$ cat src/hdl/cts_pkg.sv
package cts_pkg;

  // ----------------------------------------------------------------
  // register byte offsets
  // ----------------------------------------------------------------
  localparam logic [7:0] CTS_OFS_CTRL_STD  = 8'h00;
  localparam logic [7:0] CTS_OFS_CTRL_ENH  = 8'h04;
  localparam logic [7:0] CTS_OFS_VALUE_STD = 8'h08;
  localparam logic [7:0] CTS_OFS_VALUE_ENH = 8'h0C;
  localparam logic [7:0] CTS_OFS_TMR_ASSIGN = 8'h10;
  localparam logic [7:0] CTS_OFS_FLAGS     = 8'h14;
  localparam logic [7:0] CTS_OFS_CAN_IO    = 8'h18;
  localparam logic [7:0] CTS_OFS_PIN_DIR   = 8'h1C;
  localparam logic [7:0] CTS_OFS_PORT_LAT  = 8'h20;

  // ----------------------------------------------------------------
  // field positions and reset values
  // ----------------------------------------------------------------
  localparam int unsigned CTS_CTRL_MODE_LSB = 0;
  localparam int unsigned CTS_CTRL_DUTY_LSB = 4;
  localparam logic [3:0]  CTS_MODE_RST      = 4'h0;
  localparam logic [1:0]  CTS_DUTY_RST      = 2'h0;
  localparam logic [15:0] CTS_VALUE_RST     = 16'h0000;
  localparam logic [1:0]  CTS_ASSIGN_RST    = 2'h0;
  localparam logic [1:0]  CTS_DIR_RST       = 2'h3;
  localparam logic [1:0]  CTS_LATCH_RST     = 2'h0;
  localparam logic [9:0]  CTS_PWM_DUTY_RST  = 10'h000;
  localparam logic [2:0]  CTS_HSIZE_WORD    = 3'h2;

  // ----------------------------------------------------------------
  // mode codes
  // ----------------------------------------------------------------
  localparam logic [3:0] CTS_MODE_OFF      = 4'h0;
  localparam logic [3:0] CTS_MODE_CMP_TGL  = 4'h2;
  localparam logic [3:0] CTS_MODE_CAP_FALL = 4'h4;
  localparam logic [3:0] CTS_MODE_CAP_RISE = 4'h5;
  localparam logic [3:0] CTS_MODE_CAP_DIV4 = 4'h6;
  localparam logic [3:0] CTS_MODE_CAP_D16  = 4'h7;
  localparam logic [3:0] CTS_MODE_CMP_HI   = 4'h8;
  localparam logic [3:0] CTS_MODE_CMP_LO   = 4'h9;
  localparam logic [3:0] CTS_MODE_CMP_SW   = 4'hA;
  localparam logic [3:0] CTS_MODE_CMP_TRIG = 4'hB;

  // prescaler masks: fire when the low count bits are all ones
  localparam logic [3:0] CTS_PRE_MASK_1  = 4'h0;
  localparam logic [3:0] CTS_PRE_MASK_4  = 4'h3;
  localparam logic [3:0] CTS_PRE_MASK_16 = 4'hF;

  typedef enum logic [1:0] {
    CTS_CLS_OFF,
    CTS_CLS_CAPTURE,
    CTS_CLS_COMPARE,
    CTS_CLS_PWM
  } cts_class_t;

  function automatic cts_class_t cts_class(input logic [3:0] mode);
    cts_class_t c;
    c = CTS_CLS_OFF;
    if (mode[3:2] == 2'h3)
      c = CTS_CLS_PWM;
    else if (mode[3:2] == 2'h1)
      c = CTS_CLS_CAPTURE;
    else if (mode == CTS_MODE_CMP_TGL || mode[3:2] == 2'h2)
      c = CTS_CLS_COMPARE;
    return c;
  endfunction

endpackage

$ cat src/hdl/cts_prescaler.sv
`timescale 1ns/1ps

module cts_prescaler (
  // clock and reset
  input  wire logic       clk,
  input  wire logic       rst_b,
  // control
  input  wire logic       clear,
  input  wire logic [3:0] mask,
  // events
  input  wire logic       event_in,
  output logic            fire
);
  import cts_pkg::*;

  logic [3:0] cnt_r;
  logic       at_end;

  // a count left over from another divisor is kept, so the first
  // capture after a direct switch may come early
  assign at_end = (cnt_r & mask) == mask;
  assign fire   = event_in & at_end & ~clear;

  always_ff @(posedge clk) begin
    if (!rst_b || clear) begin
      cnt_r <= 4'h0;
    end else if (event_in) begin
      cnt_r <= at_end ? 4'h0 : cnt_r + 4'h1;
    end
  end

endmodule

$ cat src/hdl/cts_top.sv
`timescale 1ns/1ps

module cts_top (
  // clock and reset
  input  wire logic        clk,
  input  wire logic        rst_b,
  // ahb-lite slave
  input  wire logic        hsel,
  input  wire logic [31:0] haddr,
  input  wire logic [1:0]  htrans,
  input  wire logic        hwrite,
  input  wire logic [2:0]  hsize,
  input  wire logic [31:0] hwdata,
  input  wire logic        hready,
  output logic             hreadyout,
  output logic             hresp,
  output logic [31:0]      hrdata,
  // shared timers
  input  wire logic [15:0] first_timer_count,
  input  wire logic [15:0] second_timer_count,
  input  wire logic        pwm_period_tick,
  output logic             first_timer_clear,
  output logic             second_timer_clear,
  output logic             adc_start,
  // can receive strobe
  input  wire logic        can_rx_strobe,
  // standard unit pin
  input  wire logic        std_pin_in,
  output logic             std_pin_out,
  output logic             std_pin_oe,
  // enhanced unit pin
  input  wire logic        enh_pin_in,
  output logic             enh_pin_out,
  output logic             enh_pin_oe,
  // flags and pwm duty
  output logic             std_event_flag,
  output logic             enh_event_flag,
  output logic [9:0]       std_pwm_duty,
  output logic [9:0]       enh_pwm_duty
);
  import cts_pkg::*;

  // ----------------------------------------------------------------
  // declarations
  // ----------------------------------------------------------------
  logic [3:0]  mode_r [2];
  logic [1:0]  duty_r [2];
  logic [1:0]  assign_r;
  logic        ts_sel_r;
  logic [1:0]  dir_in_r;
  logic [1:0]  port_lat_r;
  logic [1:0]  flag_r;
  logic [1:0]  lvl_prev_r;
  logic [1:0]  match_prev_r;
  logic [1:0]  cmp_lat_r;
  logic [9:0]  pwm_duty_r [2];
  logic        wr_pend_r;
  logic [7:0]  wr_addr_r;
  logic        first_clr_r;
  logic        second_clr_r;
  logic        adc_start_r;
  logic [31:0] hrdata_r;
  logic        hready_r;

  logic [1:0]  pin_raw;
  logic [1:0]  lvl;
  logic [15:0] tb_count [2];
  logic [15:0] value [2];
  logic [1:0]  raw_ev;
  logic [1:0]  qual_ev;
  logic [1:0]  cap_fire;
  logic [1:0]  pre_clr;
  logic [3:0]  pre_mask [2];
  logic [1:0]  cmp_hit;
  logic [1:0]  cmp_flag;
  logic [1:0]  trig;
  logic [1:0]  wr_ctrl;
  logic [1:0]  wr_value;
  logic        wr_flags;
  logic        addr_take;
  logic        wr_ok;
  cts_class_t  cls [2];

  // ----------------------------------------------------------------
  // bus slave
  // ----------------------------------------------------------------
  // zero wait states: read data is registered in the address phase,
  // writes land at the end of the data phase
  assign addr_take = hsel & htrans[1] & hready;
  assign wr_ok     = addr_take & hwrite & (hsize == CTS_HSIZE_WORD);

  always_ff @(posedge clk) begin
    if (!rst_b) begin
      wr_pend_r <= 1'b0;
      wr_addr_r <= 8'h00;
    end else begin
      wr_pend_r <= wr_ok & (haddr[31:8] == 24'h000000);
      wr_addr_r <= haddr[7:0];
    end
  end

  function automatic logic [31:0] rd_mux(input logic [7:0] a);
    logic [31:0] d;
    d = 32'h0000_0000;
    unique case (a)
      CTS_OFS_CTRL_STD:   d[5:0] = {duty_r[0], mode_r[0]};
      CTS_OFS_CTRL_ENH:   d[5:0] = {duty_r[1], mode_r[1]};
      CTS_OFS_VALUE_STD:  d[15:0] = value[0];
      CTS_OFS_VALUE_ENH:  d[15:0] = value[1];
      CTS_OFS_TMR_ASSIGN: d[1:0] = assign_r;
      CTS_OFS_FLAGS:      d[1:0] = flag_r;
      CTS_OFS_CAN_IO:     d[0] = ts_sel_r;
      CTS_OFS_PIN_DIR:    d[1:0] = dir_in_r;
      CTS_OFS_PORT_LAT:   d[1:0] = port_lat_r;
      default:            d = 32'h0000_0000;
    endcase
    return d;
  endfunction

  always_ff @(posedge clk) begin
    if (!rst_b) begin
      hrdata_r <= 32'h0000_0000;
    end else if (addr_take && !hwrite) begin
      hrdata_r <= (haddr[31:8] == 24'h000000) ? rd_mux(haddr[7:0])
                                              : 32'h0000_0000;
    end
  end

  // low while in reset so no transfer is taken before the block is up
  always_ff @(posedge clk) begin
    if (!rst_b) begin
      hready_r <= 1'b0;
    end else begin
      hready_r <= 1'b1;
    end
  end

  assign hreadyout = hready_r;
  assign hresp     = 1'b0;
  assign hrdata    = hrdata_r;

  // ----------------------------------------------------------------
  // write strobes
  // ----------------------------------------------------------------
  assign wr_ctrl[0]  = wr_pend_r & (wr_addr_r == CTS_OFS_CTRL_STD);
  assign wr_ctrl[1]  = wr_pend_r & (wr_addr_r == CTS_OFS_CTRL_ENH);
  assign wr_value[0] = wr_pend_r & (wr_addr_r == CTS_OFS_VALUE_STD);
  assign wr_value[1] = wr_pend_r & (wr_addr_r == CTS_OFS_VALUE_ENH);
  assign wr_flags    = wr_pend_r & (wr_addr_r == CTS_OFS_FLAGS);

  // ----------------------------------------------------------------
  // control registers
  // ----------------------------------------------------------------
  always_ff @(posedge clk) begin
    if (!rst_b) begin
      for (int u = 0; u < 2; u++) begin
        mode_r[u] <= CTS_MODE_RST;
        duty_r[u] <= CTS_DUTY_RST;
      end
    end else begin
      for (int u = 0; u < 2; u++) begin
        if (wr_ctrl[u]) begin
          mode_r[u] <= hwdata[CTS_CTRL_MODE_LSB +: 4];
          duty_r[u] <= hwdata[CTS_CTRL_DUTY_LSB +: 2];
        end
      end
    end
  end

  always_ff @(posedge clk) begin
    if (!rst_b) begin
      assign_r   <= CTS_ASSIGN_RST;
      ts_sel_r   <= 1'b0;
      dir_in_r   <= CTS_DIR_RST;
      port_lat_r <= CTS_LATCH_RST;
    end else if (wr_pend_r) begin
      if (wr_addr_r == CTS_OFS_TMR_ASSIGN)
        assign_r <= hwdata[1:0];
      if (wr_addr_r == CTS_OFS_CAN_IO)
        ts_sel_r <= hwdata[0];
      if (wr_addr_r == CTS_OFS_PIN_DIR)
        dir_in_r <= hwdata[1:0];
      if (wr_addr_r == CTS_OFS_PORT_LAT)
        port_lat_r <= hwdata[1:0];
    end
  end

  // ----------------------------------------------------------------
  // time base selection
  // ----------------------------------------------------------------
  // each unit owns one assignment bit, so two capturing units may
  // sit on different timers or share one
  always_comb begin
    for (int u = 0; u < 2; u++) begin
      cls[u]      = cts_class(mode_r[u]);
      tb_count[u] = assign_r[u] ? second_timer_count
                                : first_timer_count;
    end
  end

  // ----------------------------------------------------------------
  // event detection
  // ----------------------------------------------------------------
  // an output-configured pin reads back its port latch, so a port
  // write that changes the latch looks like an edge
  assign pin_raw = {enh_pin_in, std_pin_in};

  always_comb begin
    for (int u = 0; u < 2; u++) begin
      lvl[u] = dir_in_r[u] ? pin_raw[u] : port_lat_r[u];
    end
  end

  always_ff @(posedge clk) begin
    if (!rst_b) begin
      lvl_prev_r <= 2'h0;
    end else begin
      lvl_prev_r <= lvl;
    end
  end

  // the edge history keeps running across mode changes; a change may
  // thus see an edge at once, which software masks and clears
  always_comb begin
    for (int u = 0; u < 2; u++) begin
      if (u == 0 && ts_sel_r)
        raw_ev[u] = can_rx_strobe;
      else if (mode_r[u] == CTS_MODE_CAP_FALL)
        raw_ev[u] = ~lvl[u] & lvl_prev_r[u];
      else
        raw_ev[u] = lvl[u] & ~lvl_prev_r[u];
      qual_ev[u] = raw_ev[u] & (cls[u] == CTS_CLS_CAPTURE);
      pre_clr[u] = cls[u] != CTS_CLS_CAPTURE;
      if (mode_r[u] == CTS_MODE_CAP_D16)
        pre_mask[u] = CTS_PRE_MASK_16;
      else if (mode_r[u] == CTS_MODE_CAP_DIV4)
        pre_mask[u] = CTS_PRE_MASK_4;
      else
        pre_mask[u] = CTS_PRE_MASK_1;
    end
  end

  // ----------------------------------------------------------------
  // per unit prescaler and capture store
  // ----------------------------------------------------------------
  for (genvar g = 0; g < 2; g++) begin : g_unit
    // divisor switch without a clear keeps the count
    cts_prescaler u_pre (
      .clk      (clk),
      .rst_b    (rst_b),
      .clear    (pre_clr[g]),
      .mask     (pre_mask[g]),
      .event_in (qual_ev[g]),
      .fire     (cap_fire[g])
    );

    cts_value_reg u_val (
      .clk      (clk),
      .rst_b    (rst_b),
      .hw_load  (cap_fire[g]),
      .hw_value (tb_count[g]),
      .sw_load  (wr_value[g]),
      .sw_value (hwdata[15:0]),
      .value    (value[g])
    );
  end

  // ----------------------------------------------------------------
  // compare
  // ----------------------------------------------------------------
  always_comb begin
    for (int u = 0; u < 2; u++) begin
      cmp_hit[u]  = (cls[u] == CTS_CLS_COMPARE) & ~match_prev_r[u]
                    & (value[u] == tb_count[u]);
      cmp_flag[u] = cmp_hit[u];
      trig[u]     = cmp_hit[u] & (mode_r[u] == CTS_MODE_CMP_TRIG);
    end
  end

  // only the first cycle of a match counts, a stalled timer would
  // otherwise flag again every cycle
  always_ff @(posedge clk) begin
    if (!rst_b) begin
      match_prev_r <= 2'h0;
    end else begin
      for (int u = 0; u < 2; u++) begin
        match_prev_r[u] <= (cls[u] == CTS_CLS_COMPARE)
                           & (value[u] == tb_count[u]);
      end
    end
  end

  always_ff @(posedge clk) begin
    if (!rst_b) begin
      cmp_lat_r <= 2'h0;
    end else begin
      for (int u = 0; u < 2; u++) begin
        if (mode_r[u] == CTS_MODE_OFF)
          cmp_lat_r[u] <= 1'b0;
        else if (wr_ctrl[u] && hwdata[3:0] == CTS_MODE_CMP_HI)
          cmp_lat_r[u] <= 1'b0;
        else if (wr_ctrl[u] && hwdata[3:0] == CTS_MODE_CMP_LO)
          cmp_lat_r[u] <= 1'b1;
        else if (cmp_hit[u]) begin
          unique case (mode_r[u])
            CTS_MODE_CMP_TGL: cmp_lat_r[u] <= ~cmp_lat_r[u];
            CTS_MODE_CMP_HI:  cmp_lat_r[u] <= 1'b1;
            CTS_MODE_CMP_LO:  cmp_lat_r[u] <= 1'b0;
            default:          cmp_lat_r[u] <= cmp_lat_r[u];
          endcase
        end
      end
    end
  end

  // ----------------------------------------------------------------
  // timer clear and conversion start
  // ----------------------------------------------------------------
  // a clear goes to whichever timer the unit is assigned; a capture
  // unit on the same timer then sees the restarted count
  always_ff @(posedge clk) begin
    if (!rst_b) begin
      first_clr_r  <= 1'b0;
      second_clr_r <= 1'b0;
      adc_start_r  <= 1'b0;
    end else begin
      first_clr_r  <= (trig[0] & ~assign_r[0])
                      | (trig[1] & ~assign_r[1]);
      second_clr_r <= (trig[0] & assign_r[0])
                      | (trig[1] & assign_r[1]);
      adc_start_r  <= trig[1];
    end
  end

  // ----------------------------------------------------------------
  // flags
  // ----------------------------------------------------------------
  // write one to clear; a set in the same cycle wins
  always_ff @(posedge clk) begin
    if (!rst_b) begin
      flag_r <= 2'h0;
    end else begin
      flag_r <= (flag_r & ~({2{wr_flags}} & hwdata[1:0]))
                | cap_fire | cmp_flag;
    end
  end

  // ----------------------------------------------------------------
  // pwm duty reload
  // ----------------------------------------------------------------
  // both units reload on the one period tick, so they share a rate
  always_ff @(posedge clk) begin
    if (!rst_b) begin
      for (int u = 0; u < 2; u++) begin
        pwm_duty_r[u] <= CTS_PWM_DUTY_RST;
      end
    end else begin
      for (int u = 0; u < 2; u++) begin
        if (cls[u] == CTS_CLS_PWM && pwm_period_tick)
          pwm_duty_r[u] <= {value[u][7:0], duty_r[u]};
      end
    end
  end

  // ----------------------------------------------------------------
  // outputs
  // ----------------------------------------------------------------
  always_ff @(posedge clk) begin
    if (!rst_b) begin
      std_pin_out <= 1'b0;
      std_pin_oe  <= 1'b0;
      enh_pin_out <= 1'b0;
      enh_pin_oe  <= 1'b0;
    end else begin
      std_pin_out <= (cls[0] == CTS_CLS_COMPARE) ? cmp_lat_r[0]
                                                 : port_lat_r[0];
      std_pin_oe  <= ~dir_in_r[0];
      enh_pin_out <= (cls[1] == CTS_CLS_COMPARE) ? cmp_lat_r[1]
                                                 : port_lat_r[1];
      enh_pin_oe  <= ~dir_in_r[1];
    end
  end

  assign first_timer_clear  = first_clr_r;
  assign second_timer_clear = second_clr_r;
  assign adc_start          = adc_start_r;
  assign std_event_flag     = flag_r[0];
  assign enh_event_flag     = flag_r[1];
  assign std_pwm_duty       = pwm_duty_r[0];
  assign enh_pwm_duty       = pwm_duty_r[1];

endmodule

$ cat src/hdl/cts_value_reg.sv
`timescale 1ns/1ps

module cts_value_reg (
  // clock and reset
  input  wire logic        clk,
  input  wire logic        rst_b,
  // hardware capture
  input  wire logic        hw_load,
  input  wire logic [15:0] hw_value,
  // software write
  input  wire logic        sw_load,
  input  wire logic [15:0] sw_value,
  // stored pair
  output logic [15:0]      value
);
  import cts_pkg::*;

  // a capture in the same cycle as a bus write wins
  always_ff @(posedge clk) begin
    if (!rst_b) begin
      value <= CTS_VALUE_RST;
    end else if (hw_load) begin
      value <= hw_value;
    end else if (sw_load) begin
      value <= sw_value;
    end
  end

endmodule

$ cat config.mk
export PLATFORM = sky130hd
export DESIGN_NAME = cts_top
export DESIGN_NICKNAME = d
export VERILOG_FILES = /design/src/hdl/cts_pkg.sv /design/src/hdl/cts_prescaler.sv /design/src/hdl/cts_top.sv /design/src/hdl/cts_value_reg.sv
export SDC_FILE = /design/constraint.sdc
export NUM_CORES = 1
export LEC_CHECK = 0
export ABC_CLOCK_PERIOD_IN_PS = 3700
export BUFFER_PORTS_ARGS = -buffer_cell sky130_fd_sc_hd__buf_4
export CAP_MARGIN = 30
export CORE_MARGIN = 5
export CORE_UTILIZATION = 55
export CTS_CLUSTER_DIAMETER = 200
export DETAILED_ROUTE_END_ITERATION = 16
export GPL_TIMING_DRIVEN = 0
export PLACE_DENSITY_LB_ADDON = 0.12
export SETUP_SLACK_MARGIN = 0.5
export SLEW_MARGIN = 30
export SYNTH_ARGS = -nofsm -noshare
export SYNTH_HDL_FRONTEND = slang
export SYNTH_SLANG_ARGS = --single-unit
$ cat constraint.sdc
create_clock -name clk -period 3.7 [get_ports clk]
set_input_delay 0.185 -clock clk [delete_from_list [all_inputs] [get_ports clk]]
set_output_delay 0.185 -clock clk [all_outputs]
set_load 0.02 [all_outputs]
## Word-level counts from Yosys, hierarchy flattened

Memory sizes are Yosys's and may differ from the RTL's.
Index checks and enable logic that the tools add are counted.
Widths: inputs -> output; s select.

| storage, ports and cells | value |
|---|---|
| bits in registers | 104 |
| output and inout port bits | 63 |
| logic and storage cells | 230 |
| memory bits (writable) | 32 |
| memories | 3 |

Memory list:

| memory | depth | bits a word | read ports | clocked after Yosys merged registers in | write ports | line | text |
|---|---|---|---|---|---|---|---|
| pwm_duty_r | 2 | 10 | 2 | 0 | 2 | cts_top.sv:56 | `logic [9:0] pwm_duty_r [2];` |
| mode_r | 2 | 4 | 2 | 0 | 2 | cts_top.sv:46 | `logic [3:0] mode_r [2];` |
| duty_r | 2 | 2 | 2 | 0 | 2 | cts_top.sv:47 | `logic [1:0] duty_r [2];` |

| cells by class | value |
|---|---|
| bitwise gates (word level) | 62 |
| add/subtract/negate cells | 2 |
| multiplexer cells | 56 |
| equality and inequality tests | 51 |
| reductions and logical operators | 32 |

Operators with widths:

| cell | number |
|---|---|
| $mux 16 | 7 |
| $eq 8x5->1 const B | 8 |
| $and 1x1->1 | 32 |
| $eq 16x16->1 | 2 |
| $eq 4x4->1 const B | 8 |
| $eq 8x4->1 const B | 4 |
| $mux 1 | 25 |
| $eq 4x3->1 const B | 6 |
| $logic_not 24->1 | 1 |
| $mux 4 | 6 |
| $mux 10 | 2 |
| $mux 2 | 10 |
| $pmux 10 s2 | 1 |
| $eq 2x2->1 const B | 8 |
| $eq 8x3->1 const B | 2 |
| $eq 8x6->1 const B | 2 |
| $logic_not 8->1 | 2 |
| $pmux 4 s4 | 1 |
| $not 1->1 | 15 |
| $reduce_and 2->1 | 6 |
| $pmux 1 s9 | 1 |
| $add 4x1->4 const B | 2 |
| $and 4x4->4 | 2 |
| $eq 2x1->1 const B | 4 |
| other kinds (17) | 46 |

## Logic depth before layout (Yosys ltp)

Gate-level depths: netlist (run 1).
An unclocked memory read counts as a cell.

| logic depth | value |
|---|---|
| word-level depth | 12 |
| depth in mapped cells | 9 |
| depth with buffers taken out | 6 |

## Cells and area by module

From an unflattened synthesis (run 1), not the netlist that was laid out.

| second synthesis, totals | value |
|---|---|
| cell total of the unflattened synthesis | 678 |
| area total of the unflattened synthesis | 6852.8 um^2 |

By module, submodules not included:

| module | area an instance (um^2) | cells an instance | instances |
|---|---|---|---|
| cts_top | 4600.7 | 476 | 1 |
| cts_value_reg | 852.1 | 71 | 2 |
| cts_prescaler | 274.0 | 30 | 2 |

## Least setup slack after synthesis (run 1)

Ideal clock, no wire load.

| path | value |
|---|---|
| kind | flip-flop to flip-flop |
| start | register dir_in_r[0] |
| end | register g_unit[0].u_val.value[10] |
| buffers on the path | 2 |
| cell stages (with the launch flop) | 9 |
| data required time | 3.584 ns |
| clock period less this slack | 2.155 ns |
| arrival time | 2.039 ns |
| path slack | 1.545 ns |
| cell sequence | dfxtp_1 -> mux2_2 -> mux2i_1 -> a2111oi_4 -> and2_0 -> clkbuf_1 -> buf_2 -> nand2_1 -> and3_1 |

| on the way | value |
|---|---|
| word-level cells in the longest chain between the ends | 9 |
| elaborated cells on any way between the ends | 11 |
| classes of those cells | mux: 4; bitwise: 6; reduce/logical: 1 |

Ends and longest elaborated chain:

| item | line | text |
|---|---|---|
| start, declared | cts_top.sv:50 | `logic [1:0] dir_in_r;` |
| start signal, assigned | cts_top.sv:182 | `dir_in_r <= hwdata[1:0];` |
| $mux 1 * | cts_top.sv:210 | `lvl[u] = dir_in_r[u] ? pin_raw[u] : port_lat_r[u];` |
| $not 1->1 | cts_top.sv:229 | `raw_ev[u] = ~lvl[u] & lvl_prev_r[u];` |
| $and 1x1->1 | cts_top.sv:229 |  |
| $mux 1 * | cts_top.sv:228 | `else if (mode_r[u] == CTS_MODE_CAP_FALL)` |
| $mux 1 * | cts_top.sv:226 | `if (u == 0 && ts_sel_r)` |
| $and 1x1->1 * | cts_top.sv:232 | `qual_ev[u] = raw_ev[u] & (cls[u] == CTS_CLS_CAPTURE);` |
| $and 1x1->1 * (2 in a row) | cts_prescaler.sv:22 | `assign fire = event_in & at_end & ~clear;` |
| $mux 16 or $reduce_bool 2->1 (tied branches) | n/a |  |
| end signal, assigned | cts_value_reg.sv:23 | `value <= hw_value;` |
| end signal, assigned | cts_value_reg.sv:25 | `value <= sw_value;` |
| end, declared | cts_value_reg.sv:14 | `output logic [15:0] value` |

Mark *: on every way between the ends. The rest lies on a longest branch, timed or not.
A chain may end at the register's enable or synchronous reset.

## Worst setup path in the final report (run 1)

| path | value |
|---|---|
| start | register assign_r[0] |
| end | register cmp_lat_r[0] |

| on the way | value |
|---|---|
| word-level cells in the longest chain between the ends | 5 |

Ends and longest elaborated chain:

| item | line | text |
|---|---|---|
| start, declared | cts_top.sv:48 | `logic [1:0] assign_r;` |
| start signal, assigned | cts_top.sv:178 | `assign_r <= hwdata[1:0];` |
| $mux 16 | cts_top.sv:196 | `tb_count[u] = assign_r[u] ? second_timer_count` |
| $eq 16x16->1 | cts_top.sv:274 | `& (value[u] == tb_count[u]);` |
| $and 1x1->1 | cts_top.sv:274 |  |
| $reduce_bool 2->1 (no source line) | n/a |  |
| $reduce_and 2->1 (no source line) | n/a |  |
| end signal, assigned by index | cts_top.sv:306 | `CTS_MODE_CMP_TGL: cmp_lat_r[u] <= ~cmp_lat_r[u];` |
| end signal, assigned by index | cts_top.sv:309 | `default: cmp_lat_r[u] <= cmp_lat_r[u];` |
| end, declared | cts_top.sv:55 | `logic [1:0] cmp_lat_r;` |

Every way passes these cells.

==> results of run 1 <==
==> final cells by class <==
class | instances | area share (%)
Inverter | 13 | 0.593
Multi-Input combinational cell | 502 | 40.4
Buffer | 56 | 3.74
Timing Repair Buffer | 140 | 12.9
Sequential cell | 120 | 33.1
Clock buffer | 18 | 5.22
Tap cell | 143 | 2.17
Clock inverter | 14 | 1.92
==> cell families after synthesis <==
family,after synthesis,share of synthesized area [%]
simple gates,274,22.1
flops,120,43.0
compound gates,90,10.0
mux,88,14.5
buf+inv,69,5.61
xor+xnor,31,4.28
fa+ha+maj,2,0.395
other cells,1,0.0592
==> critical path: stages, from the launching register on <==
cell,delay (ps)
dfxtp_1,340
buf_2,330
buf_2,400
mux2i_1,330
xnor2_1,160
nor4_1,340
nand4_1,350
a2111oi_0,530
o21bai_1,130
==> flip-flops by register name, indices dropped and copies added (netlist names), 2 cells and up <==
signal,flops
flag_r,2
wr_addr_r,8
match_prev_r,2
port_lat_r,2
lvl_prev_r,2
g_unit.u_pre.cnt_r,8
cmp_lat_r,2
mode_r,8
hrdata,16
dir_in_r,2
assign_r,2
pwm_duty_r,20
duty_r,4
g_unit.u_val.value,32
==> Yosys cell counts, types with 13 or more instances <==
library cell | number | area share (%)
edfxtp_1 | 32 | 15
nor4_1 | 18 | 1.8
clkbuf_1 | 30 | 1.8
nand2_1 | 76 | 4.5
a21oi_1 | 30 | 2.4
or2_2 | 13 | 1.3
and3_1 | 16 | 1.6
and2_1 | 36 | 3.6
nor2_1 | 55 | 3.3
xnor2_1 | 24 | 3.3
mux2i_1 | 65 | 10
mux2_2 | 22 | 3.9
dfxtp_1 | 88 | 28
nor3_1 | 13 | 1.0
buf_4 | 18 | 2.1
==> metal layers <==
layer,vias up,routed length [um],GRT usage [%]
li1,2729,-,-
met1,2800,8140,38.4
met2,346,9350,46.0
met3,40,2070,6.83
met4,0,414,8.70
met5,-,0,0
==> cell usage in the layout (no fill, tap or decap), drive strengths merged, types with 22 or more instances in the layout <==
master,n
nor2,55
clkbuf,48
and2,37
edfxtp,32
buf,161
xnor2,24
a21oi,30
mux2,22
nand2,76
dfxtp,88
mux2i,65
==> where the power goes <==
group,switching [uW],total [uW],leakage (uW),internal (uW)
logic,191,349,0.00197,158
registers,26.0,1410,0.00104,1380
clock network,603,1650,0.000281,1050
total,820,3410,0.00329,2590
==> per-stage QoR <==
step / area (um^2) / power [uW] / worst slack, ps / instances / util [%]
3_5_place_dp: 7590 / 1770 / 490 / 969 / 66.8
4_1_cts: 8230 / 3400 / 750 / 1006 / 72.4
3_3_place_gp: 7590 / 1760 / 574 / 969 / 66.8
6_report: 8230 / 3410 / 650 / 1006 / 72.4
2_1_floorplan: 6400 / 1610 / 1550 / 691 / -
5_1_grt: 8230 / 3500 / 580 / 1006 / 72.4
==> what timing repair did <==
action,4_1_cts,5_1_grt
endpoints found under the hold margin,5,0
setup endpoints to repair,1,0
gates resized for setup,1,0
hold buffers,5,0
==> worst max path at each step <==
stage                 startpoint                        end  cells after the start
global placement     assign_r[0]         second_timer_clear                      8
floorplan            dir_in_r[0]  g_unit[0].u_val.value[10]                      8
CTS                  assign_r[0]               cmp_lat_r[0]                      8
detailed placement   assign_r[0]               cmp_lat_r[0]                      8
global route        wr_addr_r[5]  g_unit[0].u_val.value[14]                      7
finish               assign_r[0]               cmp_lat_r[0]                      8
==> impl_metrics.py, run 1 <==
metrics = {
    "floorplan": {
        "dieWidth_um": 117,
        "initial_utilization_pct": 55.7,
        "ioPinCount": 173,
        "coreArea_um2": 11400,
        "die_h_um": 117,
        "rows": 39,
        "dieArea_um2": 13800,
    },
    "synthesis": {
        "syn_area_um2": 6340,
        "async_reset_ff_share_pct": 0,
        "synthCells": 675,
        "ys_seq_elements": 120,
        "yosys_warnings": 0,
        "synth_edf_count": 32,
        "avgSynthCellArea_um2": 9.39,
        "seq_area_frac_synth_pct": 43.0,
        "synth_cell_types": 62,
        "synth_top_flop_cell": "dfxtp_1",
    },
    "sta": {
        "rsz0062_at_grt": "false",
        "fin_crit_ps": 3050,
        "max_freq_mhz": 328,
        "period_share_pct": 82.4,
        "finalSetupTns_ps": 0,
        "fin_skew_ps": 4.96,
        "finalMaxSlewViolations": 0,
        "setup_violations": 0,
        "whs_ps": 35.5,
        "worst_pin_slew_ps": 945,
        "hold_viol": 0,
        "slew_headroom_pct": 36.3,
    },
    "drt": {
        "wirelength_um": 20000,
        "wl_per_cell_um": 19.8,
        "antenna_left": 0,
        "drt-pass1-iter-count": 9,
        "drt-initial-drc-count": 469,
        "vias_per_cell": 5.88,
        "vias": 5915,
        "drc_errors": 0,
    },
    "worst_setup_path": {
        "r2r_cells": 8,
        "rr_endpoint": "cmp_lat_r[0]",
        "r2r_setup_slack_ps": 650,
        "cp-end-kind": "flip-flop",
        "cp.required_ps": 3990,
        "r2r-start": "assign_r[0]",
        "setup.worst_path.class": "flip-flop to flip-flop",
        "startpoint_type": "flip-flop",
        "cp_data_arrival_time_ps": 3340,
        "crit_fanout": 10,
    },
    "clock_tree": {
        "clock_latency_ps": 420,
        "cts_root_buf": "clkbuf_16",
        "cts_made_buffers": 17,
        "post_cts_buffers": 0,
        "cts.clk_slew.worst_paths_ps": 60,
        "cts_tree": "done",
        "cts_buffer_depth": 2,
        "cts.sinks": 120,
        "htreeDepth": 4,
    },
    "cells_and_area": {
        "diodes": 0,
        "area_growth_pct": 29.8,
        "layout-drive-gt1-share_pct": 26.8,
        "regArea_um2": 2720,
        "layout.nets": 962,
        "multiInputGateArea_um2": 3320,
        "fillers": 880,
    },
    "grt": {
        "antenna_found_initial": 0,
        "grt_overflow": 0,
        "grt_use_total_pct": 28.7,
        "grt_pass1_wl_um": 31400,
        "grt_max_degree": 17,
        "grt_pass1_vias": 5765,
    },
    "run": {
        "cap_violations": 0,
    },
    "pwr": {
        "p_per_area_nw_per_um2": 414,
        "leakage_uw": 0.00329,
        "ir_worst_vdd_v": 0.000387,
    },
    "hold_path": {
        "min_from": "haddr[19]",
        "hold_depth": 4,
        "holdPathEnd": "wr_pend_r",
        "min_path_type": "input port to flip-flop",
    },
    "placement": {
        "dpl.hpwl_um": 15000,
        "port_buffers": 135,
        "place.gp.congestion": 0.974,
    },
    "outcome": {
        "status": "complete, no violations",
    },
}
(Power assumes the default switching activity.)
==> run 2, diff against run 1 <==
--- a/config.mk
+++ b/config.mk
@@ -5,11 +5,12 @@
 export SDC_FILE = /design/constraint.sdc
 export NUM_CORES = 1
 export LEC_CHECK = 0
-export ABC_CLOCK_PERIOD_IN_PS = 3700
+export ABC_AREA = 1
+export ABC_CLOCK_PERIOD_IN_PS = 2800
 export BUFFER_PORTS_ARGS = -buffer_cell sky130_fd_sc_hd__buf_4
 export CAP_MARGIN = 30
 export CORE_MARGIN = 5
-export CORE_UTILIZATION = 55
+export CORE_UTILIZATION = 48
 export CTS_CLUSTER_DIAMETER = 200
 export DETAILED_ROUTE_END_ITERATION = 16
 export GPL_TIMING_DRIVEN = 0
==> constraint.sdc (replaced) <==
create_clock -name clk -period 2.8 [get_ports clk]
set_input_delay 0.14 -clock clk [delete_from_list [all_inputs] [get_ports clk]]
set_output_delay 0.14 -clock clk [all_outputs]
set_load 0.02 [all_outputs]
==> run 2 against run 1 <==
  * Synthesized cell count grew 49%
  * Combinational power grew 65%
  * Via count grew 26%
  * Worst hold slack got worse by 29 ps
  * Largest power group unchanged
  * Highest routed layer unchanged
==> impl_metrics.py, run 2 <==
metrics = {
    "clock_tree": {
        "cts_root_buf": "clkbuf_16",
        "clock_latency_ps": 430,
        "cts_made_buffers": 17,
        "htreeDepth": 4,
        "cts_tree": "done",
        "cts.clk_slew.worst_paths_ps": 60,
        "post_cts_buffers": 0,
        "cts.sinks": 120,
        "cts_buffer_depth": 2,
    },
    "placement": {
        "place.gp.congestion": 0.995,
        "port_buffers": 138,
        "dpl.hpwl_um": 18800,
        "place_area_um2": 8010,
    },
    "sta": {
        "slew_headroom_pct": 40.1,
        "max_freq_mhz": 475,
        "rsz0062_at_grt": "false",
        "finalMaxSlewViolations": 0,
        "fin_crit_ps": 2100,
        "finalSetupTns_ps": 0,
        "hold_viol": 0,
        "fin_skew_ps": 14.3,
        "setup_violations": 0,
        "worst_pin_slew_ps": 889,
        "period_share_pct": 75.1,
    },
    "synthesis": {
        "syn_area_um2": 6690,
        "synthCells": 1004,
        "yosys_warnings": 0,
        "synth_top_cell_by_area": "dfxtp_1",
        "yosysMostFrequentCell": "nand2_1",
        "yosys.area.top_type_share_pct": 26.3,
        "seq_area_frac_synth_pct": 40.7,
        "synthTopCellsByCount": "nand2_1 (321), nor2_1 (115), inv_1 (110)",
        "synth_cell_types": 38,
        "ys_seq_elements": 120,
        "async_reset_ff_share_pct": 0,
        "synth_edf_count": 32,
        "synth_top_flop_cell": "dfxtp_1",
        "synth.area.top_cells": "dfxtp_1 (26%), nand2_1 (18%), edfxtp_1 (14%), nor2_1 (6.5%), nand3_1 (6.3%)",
        "avgSynthCellArea_um2": 6.66,
    },
    "cells_and_area": {
        "largest_register_ffs": 32,
        "regMostFlops": "g_unit.u_val.value",
        "design_area_um2": 8680,
        "mostFrequentLayoutCell": "nand2_1",
        "layout_common_cells": "nand2_1 (321), buf_4 (158), nor2_1 (114), inv_1 (110), dfxtp_1 (88)",
        "fillers": 1357,
        "multiInputGateArea_um2": 3300,
        "area_growth_pct": 29.9,
        "diodes": 0,
        "regArea_um2": 2720,
        "layout.nets": 1301,
        "layout-drive-gt1-share_pct": 18.1,
    },
    "pwr": {
        "ir_worst_vdd_v": 0.000411,
        "fin_total_pwr_uw": 4520,
        "leakage_uw": 0.00392,
        "p_per_area_nw_per_um2": 521,
    },
    "floorplan": {
        "dieArea_um2": 16400,
        "dieWidth_um": 128,
        "die_h_um": 128,
        "coreArea_um2": 13800,
        "rows": 43,
        "ioPinCount": 173,
        "initial_utilization_pct": 48.5,
    },
    "worst_setup_path": {
        "r2r_setup_slack_ps": 730,
        "path_depth": 10,
        "startpoint_type": "input port",
        "setup.worst_path.class": "input port to flip-flop",
        "cp_slowest_cell": "dlygate4sd3_1",
        "cp.required_ps": 3150,
        "crit_buf_inv": 3,
        "r2r-start": "mode_r[0][5]",
        "critPathTopFamily": "buffers and inverters",
        "crit_fanout": 10,
        "crit_top_cell": "nand2_1",
        "cp_data_arrival_time_ps": 2450,
        "cp-end-kind": "flip-flop",
        "r2r_cells": 9,
        "cp_cell_sequence": "dlygate4sd3_1 -> buf_4 -> nor2_1 -> nand2_1 -> nor2_1 -> nand2_1 -> buf_2 -> o22ai_1 -> nand2_1 -> a21oi_1",
        "rr_endpoint": "g_unit[1].u_val.value[14]",
        "cpPeakStageDelay_ps": 550,
    },
    "hold_path": {
        "holdPathEnd": "g_unit[0].u_val.value[11]",
        "hold_depth": 3,
        "min_path_type": "input port to flip-flop",
        "min_from": "hwdata[11]",
    },
    "drt": {
        "vias": 7457,
        "wl_per_cell_um": 17.4,
        "drc_errors": 0,
        "drt-initial-drc-count": 805,
        "wirelength_um": 24100,
        "antenna_left": 0,
        "vias_per_cell": 5.40,
        "drt-pass1-iter-count": 5,
    },
    "grt": {
        "grt_max_degree": 17,
        "grt_use_total_pct": 29.4,
        "grt_pass1_vias": 7125,
        "antenna_found_initial": 0,
        "grt_overflow": 0,
        "grt_pass1_wl_um": 37200,
    },
    "run": {
        "cap_violations": 0,
    },
    "outcome": {
        "status": "complete, no violations",
    },
}
-- run 2: cell count changes in the layout (fill, tap and decap cells not counted), moves of 18 or more --
cell and change:
a31oi_1 +33, and2_1 -36, inv_1 +98, mux2_2 -22, mux2i_1 -65, nand2_1 +245, nand3_1 +73, nor2_1 +59
o21ai_0 +35, o22ai_1 +18, xnor2_1 -24
-- run 2: logic make-up (layout without fill, tap and decap cells) --
family                     Yosys count  count (layout)  synth area share (%)
AOI/OAI and AO/OA                  150             150                  13.1
adders and majority gates            2               2                 0.374
buffers and inverters              167             349                  10.8
DFF                                120             120                  40.7
other                                1              17                0.0561
and+or+nand+nor                    564             564                  35.0
-- run 2: repair_timing --
item | CTS | global route
gates resized for setup | 0 | 3
hold endpoints to repair | 10 | 0
hold buffers | 12 | 0
endpoints found under the setup margin | 0 | 8
-- run 2: tightest hold or removal path: cells and delay by family --
| family | cells | cell delay, ps |
|---|---|---|
| buffers and inverters | 1 | 120 |
| AND/OR/NAND/NOR | 1 | 60 |
| AO/OA/AOI/OAI | 1 | 70 |
-- run 2: routing by layer --
layer  wire length [um]  vias to the layer above  GRT usage (%)
met1              10300                     3335           40.7
met3               2970                       57           9.21
met2              10100                      437           43.5
met4                678                        0           10.3
met5                  0                        -              0
li1                   -                     3628              -
-- run 2: report_power, final --
| group | internal (uW) | leakage, uW | switching (uW) | total, uW |
|---|---|---|---|---|
| Sequential | 1830 | 0.00104 | 34.3 | 1870 |
| Clock | 1220 | 0.000255 | 860 | 2080 |
| Combinational | 225 | 0.00262 | 351 | 576 |
-- run 2: final cells by class --
type                    count  area share [%]
plain buffers              51            3.34
clock buffers              17            4.90
clock inverters            15            1.47
inverters                 116            5.01
multi-input cells         733            38.0
flip-flops and latches    120            31.3
well taps                 180            2.59
repair buffers            150            13.3
-- run 2: how the worst max path moves through the flow --
| stage | to | slack [ps] | startpoint |
|---|---|---|---|
| 6_report | hrdata[8] | 700 | haddr[1] |
| 5_1_grt | hrdata[9] | 530 | haddr[0] |
| 4_1_cts | duty_r[0][2] | 650 | wr_addr_r[7] |
| 3_5_place_dp | mode_r[0][7] | 270 | rst_b |
| 3_3_place_gp | mode_r[0][7] | 350 | rst_b |
| 2_1_floorplan | duty_r[0][0] | 1140 | wr_addr_r[1] |
-- run 2: per-stage QoR --
step / instances / setup slack [ps] / hold WS [ps] / utilization, %
floorplan: 1020 / 1140 / 168 / -
CTS: 1382 / 652 / 9.13 / 63.0
detailed placement: 1338 / 265 / 255 / 58.1
global placement: 1338 / 347 / 255 / 58.1
finish: 1382 / 696 / 6.40 / 63.1
global route: 1382 / 526 / 18.2 / 63.1
